`config.mk`:
```
export PLATFORM = sky130hd
export DESIGN_NAME = lcd_power_mgmt_pins
export DESIGN_NICKNAME = d
export VERILOG_FILES = /design/src/pm_pkg.sv /design/src/lcd_power_mgmt_pins.sv
export VERILOG_INCLUDE_DIRS = /design/src
export SDC_FILE = /design/constraint.sdc
export NUM_CORES = 1
export LEC_CHECK = 0
export BUFFER_PORTS_ARGS = -buffer_cell sky130_fd_sc_hd__buf_2
export CORE_ASPECT_RATIO = 1.75
export CORE_MARGIN = 2
export CORE_UTILIZATION = 38
export DETAILED_ROUTE_END_ITERATION = 6
export GPL_TIMING_DRIVEN = 0
export PLACE_DENSITY = 0.57
export SKIP_LAST_GASP = 1
export SLEW_MARGIN = 5
export SYNTH_ARGS = -nofsm -noshare
export SYNTH_HDL_FRONTEND = slang
export SYNTH_SLANG_ARGS = --single-unit
```
`constraint.sdc`:
```
create_clock -name CLK_I -period 2.28 [get_ports CLK_I]
set_clock_uncertainty 0.05 [all_clocks]
set_input_delay 0.228 -clock CLK_I [delete_from_list [all_inputs] [get_ports CLK_I]]
set_output_delay 0.228 -clock CLK_I [all_outputs]
set_load 0.02 [all_outputs]
```
`src/pm_defs.svh`:
```
// timing counts, field positions and reset values for the panel power sequencer
`ifndef PM_DEFS_SVH
`define PM_DEFS_SVH
`define OUTPUT_LEVEL_BIT 7
`define CTRL_RESET 8'h00
`define DEBOUNCE_TICKS 4'h3
`define STEP_DELAY_RESET 8'h04
`endif

```
`src/pm_pkg.sv`:
```
// types shared by the power-management pin logic
package pm_pkg;
  typedef enum logic [2:0] {
    PWR_OFF = 3'b000,
    PWR_LOGIC = 3'b001,
    PWR_BIAS = 3'b011,
    PWR_ON = 3'b010,
    PWR_DN_BIAS = 3'b110,
    PWR_DN_LOGIC = 3'b111,
    PWR_STBY = 3'b101
  } seq_state_t;
endpackage

```
`src/lcd_power_mgmt_pins.sv`:
```
// power-management pin logic: status outputs, bus sleep gating, panel power sequencing
//
// Operation
// - general level output follows output level bit 7 of control byte.
// - standby status low exactly while in standby mode.
// - suspend status low exactly while in suspend mode.
// - bus sleep low disables memory and io interfaces.
// - after sleep goes low, no chip access until it returns high.
// - slow clock input times suspend refresh and panel sequencing.
// - three outputs: backlight, panel logic power, panel bias power enables.
// - standby request rising edge (standby function) starts power-down into standby.
// - suspend request debounced internally; high starts hardware suspend.
`timescale 1ns/10ps
`include "pm_defs.svh"
module lcd_power_mgmt_pins
(
  input wire logic CLK_I,
  input wire logic RSTN_I,
  input wire logic CE_I,
  input wire logic [7:0] CTRL_I,
  input wire logic [7:0] STEP_DELAY_I,
  input wire logic STBY_FUNC_SEL_I,
  input wire logic SUSP_FUNC_SEL_I,
  input wire logic STANDBY_REQUEST_INPUT_I,
  input wire logic SUSPEND_REQUEST_INPUT_I,
  input wire logic SLEEP_N_I,
  input wire logic SLOW_CLOCK_INPUT_I,
  input wire logic CHIP_ACCESS_I,
  output logic ACCESS_GRANT_O,
  output logic MEM_IF_EN_O,
  output logic IO_IF_EN_O,
  output logic GENERAL_LEVEL_OUTPUT_O,
  output logic STANDBY_STATUS_N_O,
  output logic SUSPEND_STATUS_N_O,
  output logic REFRESH_TICK_O,
  output logic PANEL_BACKLIGHT_ENABLE_O,
  output logic PANEL_LOGIC_POWER_ENABLE_O,
  output logic PANEL_BIAS_POWER_ENABLE_O
);
  import pm_pkg::*;

  // ****************************************
  // pin synchronisers: three flops, change accepted when 2nd and 3rd agree
  // ****************************************
  logic [2:0] s_slp_r, s_slp_nxt, s_sby_r, s_sby_nxt, s_sus_r, s_sus_nxt, s_clk_r, s_clk_nxt;
  logic slp_q_r, slp_q_nxt, sby_q_r, sby_q_nxt, sus_q_r, sus_q_nxt, clk_q_r, clk_q_nxt;

  always_comb
  begin
    s_slp_nxt = {s_slp_r[1:0], SLEEP_N_I};
    s_sby_nxt = {s_sby_r[1:0], STANDBY_REQUEST_INPUT_I};
    s_sus_nxt = {s_sus_r[1:0], SUSPEND_REQUEST_INPUT_I};
    s_clk_nxt = {s_clk_r[1:0], SLOW_CLOCK_INPUT_I};
    slp_q_nxt = (s_slp_r[1] == s_slp_r[2]) ? s_slp_r[2] : slp_q_r;
    sby_q_nxt = (s_sby_r[1] == s_sby_r[2]) ? s_sby_r[2] : sby_q_r;
    sus_q_nxt = (s_sus_r[1] == s_sus_r[2]) ? s_sus_r[2] : sus_q_r;
    clk_q_nxt = (s_clk_r[1] == s_clk_r[2]) ? s_clk_r[2] : clk_q_r;
  end

  always_ff @(posedge CLK_I or negedge RSTN_I)
  begin
    if (!RSTN_I)
    begin
      s_slp_r <= 3'h7;
      s_sby_r <= 3'h0;
      s_sus_r <= 3'h0;
      s_clk_r <= 3'h0;
      slp_q_r <= 1'b1;
      sby_q_r <= 1'b0;
      sus_q_r <= 1'b0;
      clk_q_r <= 1'b0;
    end
    else if (CE_I)
    begin
      s_slp_r <= s_slp_nxt;
      s_sby_r <= s_sby_nxt;
      s_sus_r <= s_sus_nxt;
      s_clk_r <= s_clk_nxt;
      slp_q_r <= slp_q_nxt;
      sby_q_r <= sby_q_nxt;
      sus_q_r <= sus_q_nxt;
      clk_q_r <= clk_q_nxt;
    end
  end

  // ****************************************
  // slow clock tick, suspend debounce, sequencer
  // ****************************************
  logic tick;
  logic [3:0] deb_cnt_r, deb_cnt_nxt;
  logic susp_r, susp_nxt;
  logic [7:0] dly_r, dly_nxt;
  logic clk_d_r;
  logic lvl_r, lvl_nxt;
  seq_state_t st_r, st_nxt;
  logic sby_d_r;
  logic sby_pend_r, sby_pend_nxt;
  localparam logic [7:0] CTRL_RESET_V = `CTRL_RESET;
  localparam logic CTRL_RESET_BIT = CTRL_RESET_V[`OUTPUT_LEVEL_BIT];

  // rising edge of the filtered slow clock is the time base
  assign tick = clk_q_r & ~clk_d_r;

  always_comb
  begin
    deb_cnt_nxt = deb_cnt_r;
    susp_nxt = susp_r;
    // debounce in slow ticks so contact bounce never toggles suspend
    if (!SUSP_FUNC_SEL_I)
    begin
      deb_cnt_nxt = 4'h0;
      susp_nxt = 1'b0;
    end
    else if (sus_q_r == susp_r)
      deb_cnt_nxt = 4'h0;
    else if (tick)
    begin
      if (deb_cnt_r == `DEBOUNCE_TICKS)
      begin
        susp_nxt = sus_q_r;
        deb_cnt_nxt = 4'h0;
      end
      else
        deb_cnt_nxt = deb_cnt_r + 4'h1;
    end
  end

  always_comb
  begin
    st_nxt = st_r;
    dly_nxt = dly_r;
    // a standby edge is held until the panel is fully down, or dropped once the request or its function goes low
    sby_pend_nxt = sby_pend_r | (STBY_FUNC_SEL_I & sby_q_r & ~sby_d_r);
    if (!sby_q_r || !STBY_FUNC_SEL_I)
      sby_pend_nxt = 1'b0;
    lvl_nxt = CTRL_I[`OUTPUT_LEVEL_BIT];
    if (tick && dly_r != 8'h00)
      dly_nxt = dly_r - 8'h1;
    case (st_r)
      PWR_OFF:
        if (!susp_r && !sby_pend_r)
        begin
          st_nxt = PWR_LOGIC;
          dly_nxt = STEP_DELAY_I;
        end
      PWR_LOGIC:
        if (susp_r || sby_pend_r)
          st_nxt = PWR_DN_LOGIC;
        else if (dly_r == 8'h00)
        begin
          st_nxt = PWR_BIAS;
          dly_nxt = STEP_DELAY_I;
        end
      PWR_BIAS:
        if (susp_r || sby_pend_r)
          st_nxt = PWR_DN_BIAS;
        else if (dly_r == 8'h00)
          st_nxt = PWR_ON;
      PWR_ON:
        if (susp_r || sby_pend_r)
        begin
          st_nxt = PWR_DN_BIAS;
          dly_nxt = STEP_DELAY_I;
        end
      PWR_DN_BIAS:
        if (dly_r == 8'h00)
        begin
          st_nxt = PWR_DN_LOGIC;
          dly_nxt = STEP_DELAY_I;
        end
      PWR_DN_LOGIC:
        if (dly_r == 8'h00)
          st_nxt = sby_pend_r ? PWR_STBY : PWR_OFF;
      PWR_STBY:
        if (!sby_q_r || !STBY_FUNC_SEL_I)
          st_nxt = PWR_OFF;
      default:
        st_nxt = PWR_OFF;
    endcase
    if (st_r == PWR_DN_LOGIC && dly_r == 8'h00 && sby_pend_r)
      sby_pend_nxt = 1'b0;
  end

  always_ff @(posedge CLK_I or negedge RSTN_I)
  begin
    if (!RSTN_I)
    begin
      deb_cnt_r <= 4'h0;
      susp_r <= 1'b0;
      dly_r <= `STEP_DELAY_RESET;
      clk_d_r <= 1'b0;
      lvl_r <= CTRL_RESET_BIT;
      st_r <= PWR_OFF;
      sby_d_r <= 1'b0;
      sby_pend_r <= 1'b0;
    end
    else if (CE_I)
    begin
      deb_cnt_r <= deb_cnt_nxt;
      susp_r <= susp_nxt;
      dly_r <= dly_nxt;
      clk_d_r <= clk_q_r;
      lvl_r <= lvl_nxt;
      st_r <= st_nxt;
      sby_d_r <= sby_q_r;
      sby_pend_r <= sby_pend_nxt;
    end
  end

  // ****************************************
  // outputs
  // ****************************************
  assign GENERAL_LEVEL_OUTPUT_O = lvl_r;
  assign STANDBY_STATUS_N_O = ~(st_r == PWR_STBY);
  assign SUSPEND_STATUS_N_O = ~(susp_r && st_r == PWR_OFF);
  // refresh is paced by the slow clock only while suspended
  assign REFRESH_TICK_O = tick & susp_r & (st_r == PWR_OFF);
  assign PANEL_LOGIC_POWER_ENABLE_O = (st_r != PWR_OFF) && (st_r != PWR_STBY);
  assign PANEL_BIAS_POWER_ENABLE_O = (st_r == PWR_BIAS) || (st_r == PWR_ON)
    || (st_r == PWR_DN_BIAS);
  assign PANEL_BACKLIGHT_ENABLE_O = (st_r == PWR_ON);
  assign MEM_IF_EN_O = slp_q_r;
  assign IO_IF_EN_O = slp_q_r;
  // filtered level and stages 2 and 3: access is refused once the low reaches stage 2, before the filtered level falls
  assign ACCESS_GRANT_O = CHIP_ACCESS_I & slp_q_r & s_slp_r[1] & s_slp_r[2];
endmodule

```
==> out/qor.csv <==
metric,value,unit
status,"complete, but fails checks",
failing checks,hold timing,
vias per inst,5.99,
final WL,7.35,mm
first drt pass iteration count,5,
Synth top area share,31.5,%
Filler cells,653,
Setup WS post-layout,60.9,ps
post-route cell area,2840,um^2
gr usage total,21.4,%
sequential fraction of the synthesis area,36.9,%
initial antenna violation count,0,
# diodes,0,
# Max-Cap Violations,0,
vias in the first global route,2342,
most frequent cells in the layout,"o21ai_0, dfrtp_1, buf_2",
Residual DRC,0,
"Slew Viols, Final",0,
clk_lat worst skew,300,ps
depth of the most critical reg-to-reg path,7,
worst hold slack,-35.1,ps
CP Data Required Time,2000,ps
final design utilization,45.6,%
Multi-input gate area,1440,um^2
RD Place Congestion,0.921,
Port Buffer Count,27,
global-route wire length before repair,11.8,mm
Leak Pwr,1.12,nW
CP Launch Type,flip-flop,
setup TNS,0,ps
R2R Setup Slk,60,ps
total congestion overflow,0,
min-delay worst type,input port to async pin,
synth unique cells,62,
crit path kind,flip-flop to primary output,
Final Hold Viols,31,
fraction of layout cells with a size suffix above 1,27.4,%
CP Max Fanout,8,
Starting Density,39.5,%
Synthesis Warnings,0,
"Net count, final",345,
syn avg cell area,8.79,um^2
routed len/inst,18.5,um
floorplan core area,6230,um^2
largest net degree at the start of global routing,37,
ys flop type,dfrtp_1,
root buf cell,clkbuf_8,
period utilization,97.3,%
"area leader, netlist",dfrtp_1,
Seq cells post-synth,36,
Worst R2R End,dly_r[4],
Storage cell area,907,um^2
Detail Route Antenna Nets,0,
Finish-stage setup viols,0,
"commonest non-fill, non-tap cell in the layout",o21ai_0,
DIE WIDTH,64.8,um
clk sinks,36,
"Async S/R FF share, synth",100,%
pre-CTS setup slack,-300,ps
worst slew pin tran,842,ps
area grow syn2layout,15.3,%
Arrival @ worst endpoint,1940,ps
row count,38,
syn_nets,308,
Tmin final,2220,ps
CTS max path bufs,2,
I/O Pins,36,
number of H-tree levels,2,
DRT iter0 DRCs,163,
CP Capture Type,primary output,
RSZ-0062 raised after global routing,false,
Die Footprint,7160,um^2
placement-stage cell area,2700,um^2
Synth area leaders,"dfrtp_1, o21ai_0, mux2_2",
Fmax achieved,0.451,GHz
Slew headroom,43.9,%
number of buffers created by CTS,5,
via count,2384,
Post-synth EDFFs,0,
CTS tree,yes,
hpwl dp,5.30,mm
DIE HEIGHT,110,um
reg2reg start,dly_r[0],
Max VDD drop,0.455,mV
Gate Count Post-Synth,280,
Worst-path clk slew,80,ps
pwr dens,1230,nW/um^2
synthesized cell area,2460,um^2
==> worst max-delay path, stage by stage (launching register included) <==
cell	delay (ps)
dfrtp_1	360
clkbuf_1	180
nor2b_1	350
nor2b_1	490
buf_2	260
==> cell families after synthesis <==
family / count (synthesis) / share of synthesized area [%]
multiplexers: 19 / 8.49
XOR/XNOR: 4 / 1.42
flip-flops: 36 / 36.9
buffers and inverters: 32 / 5.69
adder cells (fa/ha/maj): 2 / 1.02
AO/OA/AOI/OAI: 104 / 27.3
AND/OR/NAND/NOR: 83 / 19.3
==> power by group <==
part,internal [mW],switching [mW]
Sequential,0.837,0.157
Combinational,0.782,1.21
Clock,0.218,0.273
==> synth_stat cells (2+ instances only) <==
library cell  instances
or3_1                 2
dfstp_2               5
nor4_1                2
clkbuf_1             16
a31o_2                3
xnor2_1               3
a21oi_1              18
nor3_1                6
o21a_1                5
mux2i_1               4
a31oi_1               6
a41o_1                3
buf_4                 2
buf_2                 4
a211oi_1              2
o22ai_1               2
nand4_1               4
or2_2                 4
and2_1                4
nand3b_1              3
o211ai_1              3
mux2_2               15
a311oi_1              2
o21ai_0              36
nor2b_1               5
nand2_1              20
ha_1                  2
inv_1                 9
nand3_1               5
nor3_2                2
a221oi_1              2
a22o_1                2
dfrtp_1              31
a22oi_1               2
nor2_1               15
o41ai_1               2
o31ai_1               4
==> through the flow <==
step           total power [mW]  std cells
5_1_grt                    3.71        398
3_5_place_dp               2.88        387
4_1_cts                    3.44        399
2_1_floorplan              2.38        280
6_report                   3.48        398
3_3_place_gp               2.86        387
==> cell type report <==
| cell class | instances | share of cell area, % |
|---|---|---|
| inverters | 9 | 1.19 |
| flip-flops and latches | 36 | 32.0 |
| well taps | 80 | 3.53 |
| plain buffers | 22 | 3.66 |
| clock buffers | 6 | 2.56 |
| repair buffers | 31 | 5.82 |
| multi-input cells | 212 | 50.7 |
| clock inverters | 2 | 0.573 |
==> per-layer routing <==
metal / routed length [um] / global-route usage, % / up-vias
li1: - / - / 1125
met1: 2810 / 23.3 / 1154
met2: 3970 / 38.7 / 81
met3: 328 / 3.16 / 24
met4: 246 / 10.6 / 0
met5: 0 / 0 / -
==> worst max path at each step <==
stage | startpoint | end | slack [ps] | cells past startpoint
finish | st_r[0] | PANEL_BACKLIGHT_ENABLE_O | 60 | 4
global route | susp_r | dly_r[6] | 20 | 4
CTS | dly_r[0] | dly_r[3] | 20 | 7
detailed placement | dly_r[0] | dly_r[1] | -300 | 7
global placement | dly_r[0] | dly_r[0] | -250 | 7
floorplan | dly_r[0] | dly_r[3] | 120 | 7
==> registers in the layout, summed over array words and instances (netlist names), 2 cells and up, named ones only <==
register	count
s_sus_r	3
s_clk_r	3
dly_r	8
deb_cnt_r	4
s_slp_r	3
st_r	2
s_sby_r	3
==> what timing repair did <==
| item | CTS | global route |
|---|---|---|
| pin swaps | 1 | 1 |
| gates cloned | 0 | 0 |
| resized for setup | 3 | 6 |
| hold buffers | 0 | 0 |
| buffers inserted | 4 | 0 |
| endpoints found under the setup margin | 8 | 9 |
(Power assumes the default switching activity.)
